File: src/rtl/uhp_pkg.sv
package uhp_pkg;

	// ****************************************************************
	// Register bus
	// ****************************************************************
	localparam int unsigned DATA_W    = 32;
	localparam int unsigned PADDR_W   = 12;
	localparam int unsigned IDX_W     = 10;
	localparam int unsigned IDX_LSB   = 2;

	// Register indexes, byte address is four times the index
	localparam logic [IDX_W-1:0] FLAG_IDX      = 10'h107;
	localparam logic [IDX_W-1:0] CLR_IDX       = 10'h108;
	localparam logic [IDX_W-1:0] SET_IDX       = 10'h109;
	localparam logic [IDX_W-1:0] PIPE_STRIDE   = 10'h020;
	localparam logic [IDX_W-1:0] PIPE_EN_IDX   = 10'h010;
	localparam logic [IDX_W-1:0] DESC_BASE_IDX = 10'h011;

	// ****************************************************************
	// Event and enable bit layout
	// ****************************************************************
	localparam int unsigned EV_W       = 6;
	localparam int unsigned BIT_STALL  = 5;
	localparam int unsigned BIT_SETUP  = 4;
	localparam int unsigned BIT_PIPE_ERROR_ENABLE   = 3;
	localparam int unsigned BIT_TRANSFER_FAIL_ENABLE = 2;
	localparam int unsigned BIT_BK1    = 1;
	localparam int unsigned BIT_BK0    = 0;
	localparam logic [EV_W-1:0] EV_RESET = 6'h00;

	// ****************************************************************
	// Descriptor layout in system RAM
	// ****************************************************************
	localparam logic [31:0] DESC_ADDR_OFF    = 32'h0000_0000;
	localparam logic [31:0] DESC_SIZE_OFF    = 32'h0000_0004;
	localparam logic [31:0] DESC_BANK_OFF    = 32'h0000_0010;
	localparam logic [31:0] DESC_PIPE_STRIDE = 32'h0000_0020;
	localparam logic [31:0] ADDR_RW_MASK     = 32'hFFFF_FFFC;

	// Size word fields
	localparam int unsigned AUTO_ZERO_LENGTH_PACKET_BIT = 31;
	localparam int unsigned SIZE_HI      = 30;
	localparam int unsigned SIZE_LO      = 28;
	localparam int unsigned MPS_HI       = 27;
	localparam int unsigned MPS_LO       = 14;
	localparam int unsigned BC_HI        = 13;
	localparam int unsigned BC_LO        = 0;
	localparam int unsigned CNT_W        = 14;
	localparam int unsigned PKT_W        = 11;

	// Packet size codes
	localparam logic [2:0]       SIZE_ISO_MIN = 3'h4;
	localparam logic [2:0]       SIZE_MAX     = 3'h7;
	localparam logic [PKT_W-1:0] PKT_BASE     = 11'h008;
	localparam logic [PKT_W-1:0] PKT_FS_MAX   = 11'h3FF;

	// ****************************************************************
	// Descriptor engine states
	// ****************************************************************
	typedef enum logic [4:0] {
		FS_IDLE = 5'b00001,
		FS_ADDR = 5'b00010,
		FS_SIZE = 5'b00100,
		FS_DONE = 5'b01000,
		FS_WB   = 5'b10000
	} uhp_fetch_t;

endpackage : uhp_pkg

File: src/rtl/uhp_desc_decode.sv
`timescale 1ns/1ps
`default_nettype none

module uhp_desc_decode
	import uhp_pkg::*;
(
	// Raw descriptor words
	input  wire logic [31:0]      addrWord,
	input  wire logic [31:0]      sizeWord,
	// Decoded fields
	output logic      [31:0]      bufAddr,
	output logic                  autoZlp,
	output logic      [PKT_W-1:0] maxPacket,
	output logic                  isoOnly,
	output logic      [CNT_W-1:0] multiPacket,
	output logic      [CNT_W-1:0] byteCount
);

	logic [2:0] sizeCode;

	assign sizeCode = sizeWord[SIZE_HI:SIZE_LO];

	// Low two address bits are read-only zero
	assign bufAddr     = addrWord & ADDR_RW_MASK;
	assign autoZlp     = sizeWord[AUTO_ZERO_LENGTH_PACKET_BIT];
	assign multiPacket = sizeWord[MPS_HI:MPS_LO];
	assign byteCount   = sizeWord[BC_HI:BC_LO];
	assign isoOnly     = (sizeCode >= SIZE_ISO_MIN);

	// Packet size from code: 8 shifted by code, top code is 1023
	always_comb
	begin
		if (sizeCode == SIZE_MAX)
			maxPacket = PKT_FS_MAX;
		else
			maxPacket = PKT_BASE << sizeCode;
	end

endmodule : uhp_desc_decode

`default_nettype wire

File: src/rtl/uhp_pipe_ctrl.sv
// Decided for this implementation: the APB slave port.
`timescale 1ns/1ps
`default_nettype none

module uhp_pipe_ctrl
	import uhp_pkg::*;
#(
	parameter int unsigned PIPES = 8
)
(
	// Clock and reset
	input  wire logic                 clock,
	input  wire logic                 rst_n,
	// APB slave
	input  wire logic                 psel,
	input  wire logic                 penable,
	input  wire logic                 pwrite,
	input  wire logic [PADDR_W-1:0]   paddr,
	input  wire logic [DATA_W-1:0]    pwdata,
	output logic      [DATA_W-1:0]    prdata,
	output logic                      pready,
	output logic                      pslverr,
	// Pipe engine events
	input  wire logic                 busReset,
	input  wire logic [PIPES*EV_W-1:0] pipeEvents,
	// Descriptor fetch and accumulate requests
	input  wire logic                 fetchStart,
	input  wire logic [7:0]           fetchPipe,
	input  wire logic                 fetchBank,
	input  wire logic                 accumStart,
	input  wire logic [CNT_W-1:0]     accumBytes,
	// System memory port
	output logic      [31:0]          memAddr,
	output logic                      memRead,
	output logic                      memWrite,
	output logic      [31:0]          memWdata,
	input  wire logic [31:0]          memRdata,
	input  wire logic                 memAck,
	// Decoded descriptor
	output logic                      fetchDone,
	output logic      [31:0]          bufAddr,
	output logic                      autoZlp,
	output logic      [PKT_W-1:0]     maxPacket,
	output logic                      isoOnly,
	output logic      [CNT_W-1:0]     multiPacket,
	output logic      [CNT_W-1:0]     byteCount,
	// Interrupt
	output logic                      irq
);

	// ****************************************************************
	// APB handshake and decode
	// ****************************************************************
	logic              pready_reg;
	logic              pready_next;
	logic [DATA_W-1:0] prdata_reg;
	logic [DATA_W-1:0] prdata_next;
	logic              pslverr_reg;
	logic              pslverr_next;
	logic [IDX_W-1:0]  idx;
	logic              alignOk;
	logic              accessPh;
	logic              wrTake;
	logic [EV_W-1:0]   wEv;

	assign idx      = paddr[PADDR_W-1:IDX_LSB];
	assign alignOk  = (paddr[IDX_LSB-1:0] == '0);
	assign accessPh = psel && penable && !pready_reg;
	assign wrTake   = psel && penable && pready_reg && pwrite;
	assign wEv      = pwdata[EV_W-1:0];

	// ****************************************************************
	// Own control registers
	// ****************************************************************
	logic [PIPES-1:0] pipeEn_reg;
	logic [PIPES-1:0] pipeEn_next;
	logic [31:0]      descBase_reg;
	logic [31:0]      descBase_next;

	// Pipe enable and descriptor base writes
	always_comb
	begin
		pipeEn_next   = pipeEn_reg;
		descBase_next = descBase_reg;
		if (wrTake && alignOk && idx == PIPE_EN_IDX)
			pipeEn_next = pwdata[PIPES-1:0];
		if (wrTake && alignOk && idx == DESC_BASE_IDX)
			descBase_next = pwdata & ADDR_RW_MASK;
	end

	always_ff @(posedge clock)
	begin
		if (!rst_n)
		begin
			pipeEn_reg   <= '0;
			descBase_reg <= '0;
		end
		else
		begin
			pipeEn_reg   <= pipeEn_next;
			descBase_reg <= descBase_next;
		end
	end

	// ****************************************************************
	// Per-pipe enable masks and flags
	// ****************************************************************
	logic [PIPES-1:0]      hitClr;
	logic [PIPES-1:0]      hitSet;
	logic [PIPES-1:0]      hitFlag;
	logic [PIPES-1:0]      pipeReq;
	logic [EV_W-1:0]       maskOf [PIPES];
	logic [EV_W-1:0]       flagOf [PIPES];

	genvar gi;
	generate
		for (gi = 0; gi < PIPES; gi++)
		begin : g_pipe
			localparam logic [IDX_W-1:0] OFS = IDX_W'(gi * PIPE_STRIDE);

			// Port decode per pipe
			assign hitClr[gi]  = alignOk && idx == CLR_IDX + OFS;
			assign hitSet[gi]  = alignOk && idx == SET_IDX + OFS;
			assign hitFlag[gi] = alignOk && idx == FLAG_IDX + OFS;

			uhp_pipe_irq u_irq
			(
				.clock      (clock),
				.rst_n      (rst_n),
				.pipeEn     (pipeEn_reg[gi]),
				.busReset   (busReset),
				.clrWr      (wrTake && hitClr[gi]),
				.setWr      (wrTake && hitSet[gi]),
				.flagClrWr  (wrTake && hitFlag[gi]),
				.wdata      (wEv),
				.eventIn    (pipeEvents[gi*EV_W +: EV_W]),
				.enableMask (maskOf[gi]),
				.eventFlags (flagOf[gi]),
				.irqReq     (pipeReq[gi])
			);
		end
	endgenerate

	// ****************************************************************
	// Read data, ready and error
	// ****************************************************************
	always_comb
	begin
		prdata_next  = prdata_reg;
		pslverr_next = 1'b0;
		pready_next  = accessPh;
		if (accessPh)
		begin
			prdata_next  = '0;
			pslverr_next = 1'b1;
			if (alignOk && idx == PIPE_EN_IDX)
			begin
				prdata_next[PIPES-1:0] = pipeEn_reg;
				pslverr_next           = 1'b0;
			end
			if (alignOk && idx == DESC_BASE_IDX)
			begin
				prdata_next  = descBase_reg;
				pslverr_next = 1'b0;
			end
			for (int i = 0; i < PIPES; i++)
			begin
				// Both ports read the same mask, upper bits zero
				if (hitClr[i] || hitSet[i])
				begin
					prdata_next[EV_W-1:0] = maskOf[i];
					pslverr_next          = 1'b0;
				end
				if (hitFlag[i])
				begin
					prdata_next[EV_W-1:0] = flagOf[i];
					pslverr_next          = 1'b0;
				end
			end
		end
	end

	always_ff @(posedge clock)
	begin
		if (!rst_n)
		begin
			pready_reg  <= 1'b0;
			prdata_reg  <= '0;
			pslverr_reg <= 1'b0;
		end
		else
		begin
			pready_reg  <= pready_next;
			prdata_reg  <= prdata_next;
			pslverr_reg <= pslverr_next;
		end
	end

	assign pready  = pready_reg;
	assign prdata  = prdata_reg;
	assign pslverr = pslverr_reg;

	// ****************************************************************
	// Interrupt line
	// ****************************************************************
	logic irq_reg;
	logic irq_next;

	// Any pipe request holds the line high
	always_comb
	begin
		irq_next = |pipeReq;
	end

	always_ff @(posedge clock)
	begin
		if (!rst_n)
			irq_reg <= 1'b0;
		else
			irq_reg <= irq_next;
	end

	assign irq = irq_reg;

	// ****************************************************************
	// Descriptor fetch and accumulate engine
	// ****************************************************************
	uhp_fetch_t       state_reg;
	uhp_fetch_t       state_next;
	logic [31:0]      bankBase_reg;
	logic [31:0]      bankBase_next;
	logic [31:0]      addrWord_reg;
	logic [31:0]      addrWord_next;
	logic [31:0]      sizeWord_reg;
	logic [31:0]      sizeWord_next;
	logic [31:0]      memAddr_reg;
	logic [31:0]      memAddr_next;
	logic             memRead_reg;
	logic             memRead_next;
	logic             memWrite_reg;
	logic             memWrite_next;
	logic [31:0]      memWdata_reg;
	logic [31:0]      memWdata_next;
	logic             done_reg;
	logic             done_next;
	logic [31:0]      pipeOfs;
	logic [CNT_W-1:0] mpsSum;

	assign pipeOfs = 32'(DESC_PIPE_STRIDE * 32'(fetchPipe));
	assign mpsSum  = CNT_W'(sizeWord_reg[MPS_HI:MPS_LO] + accumBytes);

	// Next state of the engine
	always_comb
	begin
		state_next    = state_reg;
		bankBase_next = bankBase_reg;
		addrWord_next = addrWord_reg;
		sizeWord_next = sizeWord_reg;
		memAddr_next  = memAddr_reg;
		memRead_next  = memRead_reg;
		memWrite_next = memWrite_reg;
		memWdata_next = memWdata_reg;
		done_next     = 1'b0;
		case (state_reg)
			FS_IDLE:
			begin
				if (fetchStart)
				begin
					// Bank 1 sits one bank offset above bank 0
					bankBase_next = descBase_reg + pipeOfs
						+ (fetchBank ? DESC_BANK_OFF : '0);
					memAddr_next  = descBase_reg + pipeOfs
						+ (fetchBank ? DESC_BANK_OFF : '0)
						+ DESC_ADDR_OFF;
					memRead_next  = 1'b1;
					state_next    = FS_ADDR;
				end
				else if (accumStart)
				begin
					// Add transferred bytes to the multi-packet field
					memAddr_next  = bankBase_reg + DESC_SIZE_OFF;
					memWdata_next = sizeWord_reg;
					memWdata_next[MPS_HI:MPS_LO] = mpsSum;
					sizeWord_next = memWdata_next;
					memWrite_next = 1'b1;
					state_next    = FS_WB;
				end
			end
			FS_ADDR:
			begin
				if (memAck)
				begin
					addrWord_next = memRdata;
					memAddr_next  = bankBase_reg + DESC_SIZE_OFF;
					state_next    = FS_SIZE;
				end
			end
			FS_SIZE:
			begin
				if (memAck)
				begin
					sizeWord_next = memRdata;
					memRead_next  = 1'b0;
					state_next    = FS_DONE;
				end
			end
			FS_DONE:
			begin
				done_next  = 1'b1;
				state_next = FS_IDLE;
			end
			FS_WB:
			begin
				if (memAck)
				begin
					memWrite_next = 1'b0;
					state_next    = FS_IDLE;
				end
			end
			default:
			begin
				memRead_next  = 1'b0;
				memWrite_next = 1'b0;
				state_next    = FS_IDLE;
			end
		endcase
	end

	always_ff @(posedge clock)
	begin
		if (!rst_n)
		begin
			state_reg    <= FS_IDLE;
			bankBase_reg <= '0;
			addrWord_reg <= '0;
			sizeWord_reg <= '0;
			memAddr_reg  <= '0;
			memRead_reg  <= 1'b0;
			memWrite_reg <= 1'b0;
			memWdata_reg <= '0;
			done_reg     <= 1'b0;
		end
		else
		begin
			state_reg    <= state_next;
			bankBase_reg <= bankBase_next;
			addrWord_reg <= addrWord_next;
			sizeWord_reg <= sizeWord_next;
			memAddr_reg  <= memAddr_next;
			memRead_reg  <= memRead_next;
			memWrite_reg <= memWrite_next;
			memWdata_reg <= memWdata_next;
			done_reg     <= done_next;
		end
	end

	assign memAddr   = memAddr_reg;
	assign memRead   = memRead_reg;
	assign memWrite  = memWrite_reg;
	assign memWdata  = memWdata_reg;
	assign fetchDone = done_reg;

	// ****************************************************************
	// Field decode of the held descriptor words
	// ****************************************************************
	uhp_desc_decode u_dec
	(
		.addrWord    (addrWord_reg),
		.sizeWord    (sizeWord_reg),
		.bufAddr     (bufAddr),
		.autoZlp     (autoZlp),
		.maxPacket   (maxPacket),
		.isoOnly     (isoOnly),
		.multiPacket (multiPacket),
		.byteCount   (byteCount)
	);

endmodule : uhp_pipe_ctrl

`default_nettype wire

File: src/rtl/uhp_pipe_irq.sv
`timescale 1ns/1ps
`default_nettype none

module uhp_pipe_irq
	import uhp_pkg::*;
(
	// Clock and reset
	input  wire logic            clock,
	input  wire logic            rst_n,
	// Pipe state
	input  wire logic            pipeEn,
	input  wire logic            busReset,
	// Register writes
	input  wire logic            clrWr,
	input  wire logic            setWr,
	input  wire logic            flagClrWr,
	input  wire logic [EV_W-1:0] wdata,
	// Events from the pipe engine
	input  wire logic [EV_W-1:0] eventIn,
	// State
	output logic      [EV_W-1:0] enableMask,
	output logic      [EV_W-1:0] eventFlags,
	output logic                 irqReq
);

	logic [EV_W-1:0] enable_reg;
	logic [EV_W-1:0] enable_next;
	logic [EV_W-1:0] flag_reg;
	logic [EV_W-1:0] flag_next;

	// Next enable mask and flags
	always_comb
	begin
		enable_next = enable_reg;
		if (clrWr)
			enable_next = enable_next & ~wdata;
		if (setWr)
			enable_next = enable_next | wdata;
		if (busReset || !pipeEn)
			enable_next = EV_RESET;
		flag_next = flag_reg;
		if (flagClrWr)
			flag_next = flag_next & ~wdata;
		flag_next = flag_next | eventIn; // Set wins over clear
	end

	// State registers
	always_ff @(posedge clock)
	begin
		if (!rst_n)
		begin
			enable_reg <= EV_RESET;
			flag_reg   <= EV_RESET;
		end
		else
		begin
			enable_reg <= enable_next;
			flag_reg   <= flag_next;
		end
	end

	assign enableMask = enable_reg;
	assign eventFlags = flag_reg;
	assign irqReq     = |(flag_reg & enable_reg);

endmodule : uhp_pipe_irq

`default_nettype wire

File: config.mk
export PLATFORM = sky130hd
export DESIGN_NAME = uhp_pipe_ctrl
export DESIGN_NICKNAME = d
export VERILOG_FILES = /design/src/rtl/uhp_pkg.sv /design/src/rtl/uhp_desc_decode.sv /design/src/rtl/uhp_pipe_ctrl.sv /design/src/rtl/uhp_pipe_irq.sv
export SDC_FILE = /design/constraint.sdc
export NUM_CORES = 1
export LEC_CHECK = 0
export BUFFER_PORTS_ARGS = -buffer_cell sky130_fd_sc_hd__buf_2
export CORE_MARGIN = 2
export CORE_UTILIZATION = 30
export CTS_BUF_LIST = sky130_fd_sc_hd__clkbuf_4
export CTS_CLUSTER_SIZE = 30
export DETAILED_ROUTE_END_ITERATION = 10
export PLACE_DENSITY = 0.52
export SYNTH_ARGS = -nofsm -noshare
export SYNTH_HDL_FRONTEND = slang
export SYNTH_SLANG_ARGS = --single-unit
File: constraint.sdc
create_clock -name clock -period 4.2 [get_ports clock]
set_input_delay 0.21 -clock clock [delete_from_list [all_inputs] [get_ports clock]]
set_output_delay 0.21 -clock clock [all_outputs]
set_load 0.1 [all_outputs]
### Word level (Yosys, flattened, before mapping)

Cells that the tools add are included.

| cells by class | value |
|---|---|
| bitwise gates (word level) | 47 |
| shift-type cells | 1 |
| add/subtract/negate cells | 4 |
| reduce and logical (&&, ||, !) cells | 106 |
| equality and inequality tests | 39 |
| order comparisons | 1 |
| multiplexer cells | 66 |

Operator list:

| kind | number |
|---|---|
| $eq A10 B9 Y1 const B | 24 |
| $mux W6 | 40 |
| $mux W32 | 5 |
| $and A6 B6 Y6 | 24 |
| $pmux W32 S2 | 2 |
| $or A6 B6 Y6 | 16 |
| $logic_and A1 B1 Y1 | 57 |
| $mux W28 | 2 |
| $reduce_or A48 Y1 | 1 |
| $add A32 B13 Y32 | 1 |
| $add A32 B3 Y32 const B | 1 |
| $add A32 B5 Y32 | 1 |
| $mux W5 | 6 |
| $eq A10 B5 Y1 const B | 2 |
| $pmux W5 S4 | 1 |
| $reduce_or A19 Y1 | 1 |
| $logic_or A1 B1 Y1 | 16 |
| $reduce_or A2 Y1 | 8 |
| $add A14 B14 Y14 | 1 |
| $ne A2 B2 Y1 const B | 6 |
| $reduce_and A3 Y1 | 4 |
| $reduce_and A4 Y1 | 3 |
| $mux W11 | 1 |
| $shl A4 B3 Y11 const A | 1 |
| 18 further kinds | 40 |

| word-level totals | value |
|---|---|
| output and inout port bits | 175 |
| register bits after elaboration | 337 |

### Depth between registers and ports, before layout

| logic depth | value |
|---|---|
| word-level depth | 20 |
| mapped depth | 11 |

### Modules after synthesis

From an unflattened synthesis, not the netlist that was laid out.

| unflattened totals | value |
|---|---|
| cells, all modules | 1997 |
| area total of the unflattened synthesis | 16597.2 µm² |

Modules (own cells, without submodules):

| module | seq. area each (µm²) | cells each | times used | area each (µm²) |
|---|---|---|---|---|
| uhp_pipe_ctrl | 4744.6 | 1544 | 1 | 12106.6 |
| uhp_pipe_irq | 240.2 | 47 | 8 | 490.5 |
| uhp_desc_decode | 0.0 | 77 | 1 | 566.8 |

### Worst setup path before layout

No wires, ideal clock.

| path | value |
|---|---|
| path kind | register to register |
| start point | register pready_reg (netlist: pready) |
| end point | register (tool-made name) |
| buffers on the path | 0 |
| library setup time | 119 ps |
| cell stages (with the launch flop) | 6 |
| arrival | 2285 ps |
| setup slack | 1796 ps |
| data required time | 4081 ps |
| cells stage by stage | dfxtp_1 > nand4_1 > nor4_1 > nand2_1 > a22oi_1 > nor2_1 |

RTL lines:

| what | line | RTL |
|---|---|---|
| start: declaration | uhp_pipe_ctrl.sv:54 | `logic pready_reg;` |
| start signal: assignment | uhp_pipe_ctrl.sv:193 | `pready_reg <= pready_next;` |

### Final worst setup path

| path | value |
|---|---|
| start point | input paddr[9] |
| end point | register g_pipe[6].u_irq.flag_reg[4] |

| on the way | value |
|---|---|
| word-level cells in the longest chain between the ends | 5 |

Ends and longest elaborated chain:

| what | line | RTL |
|---|---|---|
| start: declaration | uhp_pipe_ctrl.sv:18 | `input wire logic [PADDR_W-1:0] paddr,` |
| $eq A10 B9 Y1 | uhp_pipe_ctrl.sv:124 | `assign hitFlag[gi] = alignOk && idx == FLAG_IDX + OFS;` |
| $logic_and A1 B1 Y1 | uhp_pipe_ctrl.sv:124 |  |
| $logic_and A1 B1 Y1 | uhp_pipe_ctrl.sv:134 | `.flagClrWr (wrTake && hitFlag[gi]),` |
| $mux W6 | uhp_pipe_irq.sv:42 | `if (flagClrWr)` |
| $or A6 B6 Y6 | uhp_pipe_irq.sv:44 | `flag_next = flag_next \| eventIn;` |
| end signal: assignment | uhp_pipe_irq.sv:58 | `flag_reg <= flag_next;` |
| end: declaration | uhp_pipe_irq.sv:28 | `logic [EV_W-1:0] flag_reg;` |

No other way between the ends.
A chain may end at the register's enable or synchronous reset.

==> flow_metrics.py <==
metrics = {
    "logic_synthesis": {
        "ys_warn_count": 0,
        "ys_types": 75,
        "netlist_top_cells_count": "nand2_1 (433), dfxtp_1 (331), a21oi_1 (292)",
        "yosys-top-cells-area": "dfxtp_1 (42%), nand2_1 (10%), a21oi_1 (9.3%)",
        "yosysMostFrequentCell": "nand2_1",
        "ys_ff_latch": 331,
        "async_reset_ff_share_pct": 0,
        "synth-main-ff-cell": "dfxtp_1",
        "synth_area_um2": 15650,
        "synth_top_area_share_pct": 42.34,
        "synth-edff-count": 0,
        "syn_inst": 2035,
        "ys_seq_area_share_pct": 42.34,
        "syn_avg_cell_area_um2": 7.690,
        "yosysTopAreaCell": "dfxtp_1",
    },
    "clock_network": {
        "cts_buffers": 95,
        "post_cts_buffers": 0,
        "cts_root_buf": "clkbuf_4",
        "htree_levels": 3,
        "cts.clk_slew.worst_paths_ns": 0.06,
        "cts_buffer_depth": 3,
        "tritoncts_num_sinks": 331,
        "clk_latency_ns": 0.82,
        "cts_tree": "built",
    },
    "routing": {
        "dr.pass1.iters": 5,
        "drt-initial-drc-count": 1252,
        "routed_wl_um": 64750,
        "num_vias": 17110,
        "vias_per_cell": 5.211,
        "detail-route-antenna-nets": 0,
        "wl_per_cell_um": 19.72,
        "drc": 0,
    },
    "cells_and_area": {
        "area_delta_synth_final_pct": 33.56,
        "layout-drive-gt1-share_pct": 20.56,
        "layout.nets": 2719,
        "fill_cells": 5324,
    },
    "global_routing": {
        "grt_pass1_vias": 16300,
        "antenna_found_initial": 1,
        "grt_overflow": 0,
        "grt_max_degree": 117,
        "grt_pass1_wl_um": 97190,
        "track_usage_pct": 23.28,
    },
    "timing": {
        "relSlewSlack_pct": 11.87,
        "drv_slew": 0,
        "tightestPinTransition_ns": 1.310,
        "hold_viol_final": 0,
        "fin_crit_sh_pct": 85.71,
        "fin_crit_ns": 3.600,
        "rsz0062_at_grt": "no",
        "setup_viol": 0,
        "setup_slack_ns": 0.6001,
        "final.setup_skew_ns": 0.05303,
        "fmax_mhz": 277.8,
        "setup_tns_ns": 0,
    },
    "die": {
        "die_area_um2": 54010,
        "die_y_um": 232.4,
        "die-width_um": 232.4,
        "core_area_um2": 51410,
        "start_util_pct": 30.44,
        "boundaryPins": 331,
        "rows": 83,
    },
    "placed_design": {
        "place_ws_ns": 1.268,
        "port_buffers": 325,
        "gp_congestion": 0.9755,
        "dp_hpwl_um": 46670,
    },
    "setup_path": {
        "timing.rr.end": "sizeWord_reg[27]$_SDFFE_PN0P_",
        "cp.arrival_ns": 4.26,
        "r2r-start": "sizeWord_reg[15]$_SDFFE_PN0P_",
        "cp.required_ns": 4.86,
        "endpoint": "g_pipe[6].u_irq.eventFlags[4]$_SDFF_PN0_",
        "regToRegSetupSlack_ns": 1.05,
        "critPathMaxFanout": 16,
        "crit_type": "in2reg",
        "cp-end-kind": "flop",
        "crit_path_start_kind": "input port",
        "worstSetupStartpoint": "paddr[9]",
        "reg2reg_depth": 9,
    },
    "pwr": {
        "p_per_area_nw_per_um2": 376.1,
        "power_mw": 7.862,
        "power_leakage_nw": 8.274,
        "irDropWorstVdd_v": 0.0001766,
    },
    "status": {
        "status": "completed",
    },
    "min_path": {
        "min-delay-start": "accumBytes[11]",
        "min_path_type": "in2reg",
    },
    "run": {
        "cap_violations": 0,
    },
}
## worst min-delay path by stage
stage	to	depth (start not counted)	slack, ns
5_1_grt	bankBase_reg[7]$_SDFFE_PN0P_	5	0.08
4_1_cts	bankBase_reg[7]$_SDFFE_PN0P_	5	0.01
3_3_place_gp	g_pipe[7].u_irq.eventFlags[3]$_SDFF_PN0_	3	0.42
2_1_floorplan	g_pipe[6].u_irq.eventFlags[0]$_SDFF_PN0_	2	0.33
6_report	memWdata[25]$_SDFFE_PN0P_	6	0.15
3_5_place_dp	g_pipe[6].u_irq.eventFlags[1]$_SDFF_PN0_	3	0.43
## routing by layer
layer	GRT usage (%)	vias to the layer above	wire length, µm
met1	31.33	8074	29040
met4	8.854	0	1910
li1	-	8108	-
met3	5.147	125	5208
met2	36.21	801	28600
met5	0	-	0
## kinds of logic after synthesis
family	synth area share, %
XOR/XNOR	3.694
multiplexers	0.8714
AND/OR/NAND/NOR	21.09
other	0.02396
adder cells (fa/ha/maj)	2.095
buffers and inverters	6.092
AO/OA/AOI/OAI	23.79
flip-flops	42.34
## layout make-up
type,instances,area [µm²],share of cell area [%]
antenna,1,2.502,0.01197
inverter,49,188.9,0.9039
sequential,331,6626,31.70
clock buffer,142,1066,5.100
multi-input combinational,1502,8103,38.76
clock inverter,19,136.4,0.6525
tap,680,850.8,4.070
timing repair buffer,559,3929,18.80
## critical path: stages
cell and delay [ns]:
dlygate4sd3_1 0.51, buf_2 0.31, nand2_1 0.17, nor3_2 0.92, nand2_1 0.21, nor2_1 0.41, nand2_1 0.13, a21oi_1 0.18
dlygate4sd3_1 0.58, nor2_1 0.04, dlygate4sd3_1 0.58
## per-stage QoR
step	util [%]	hold WS [ns]	cells	cell area, µm²
4_1_cts	40.66	0.01439	3282	20900
3_3_place_gp	34.17	0.4202	2908	17570
2_1_floorplan	-	0.3274	2039	15670
5_1_grt	40.66	0.07702	3283	20900
3_5_place_dp	34.17	0.4331	2908	17570
6_report	40.66	0.1453	3283	20900
## repair_timing
item                                   in CTS  in global routing
hold buffers                              213                  0
gates resized for setup                     0                  0
endpoints found under the hold margin     243                  0
## cell usage in the layout (no fill, tap or decap), types with 13 or more instances in the layout
cell type        n
xor2_1          22
buf_2          325
clkbuf_4       142
and2_1          16
o22ai_1         18
nand3_1         39
dfxtp_1        331
a221oi_1        16
inv_1           48
nor3_1          18
a21oi_1        292
dlygate4sd3_1  213
buf_4           20
a22oi_1         54
ha_1            23
nand2_1        433
xnor2_1         44
nor2_1         166
a211oi_1        22
nand4_1         13
o21ai_0        133
## power breakdown
group	internal, mW	total [mW]	switching (mW)
Combinational	0.433	1.39	0.959
Clock	1.65	3.08	1.43
Sequential	3.26	3.39	0.128
Total	5.34	7.86	2.52
Power figures use the tool's default switching activity.
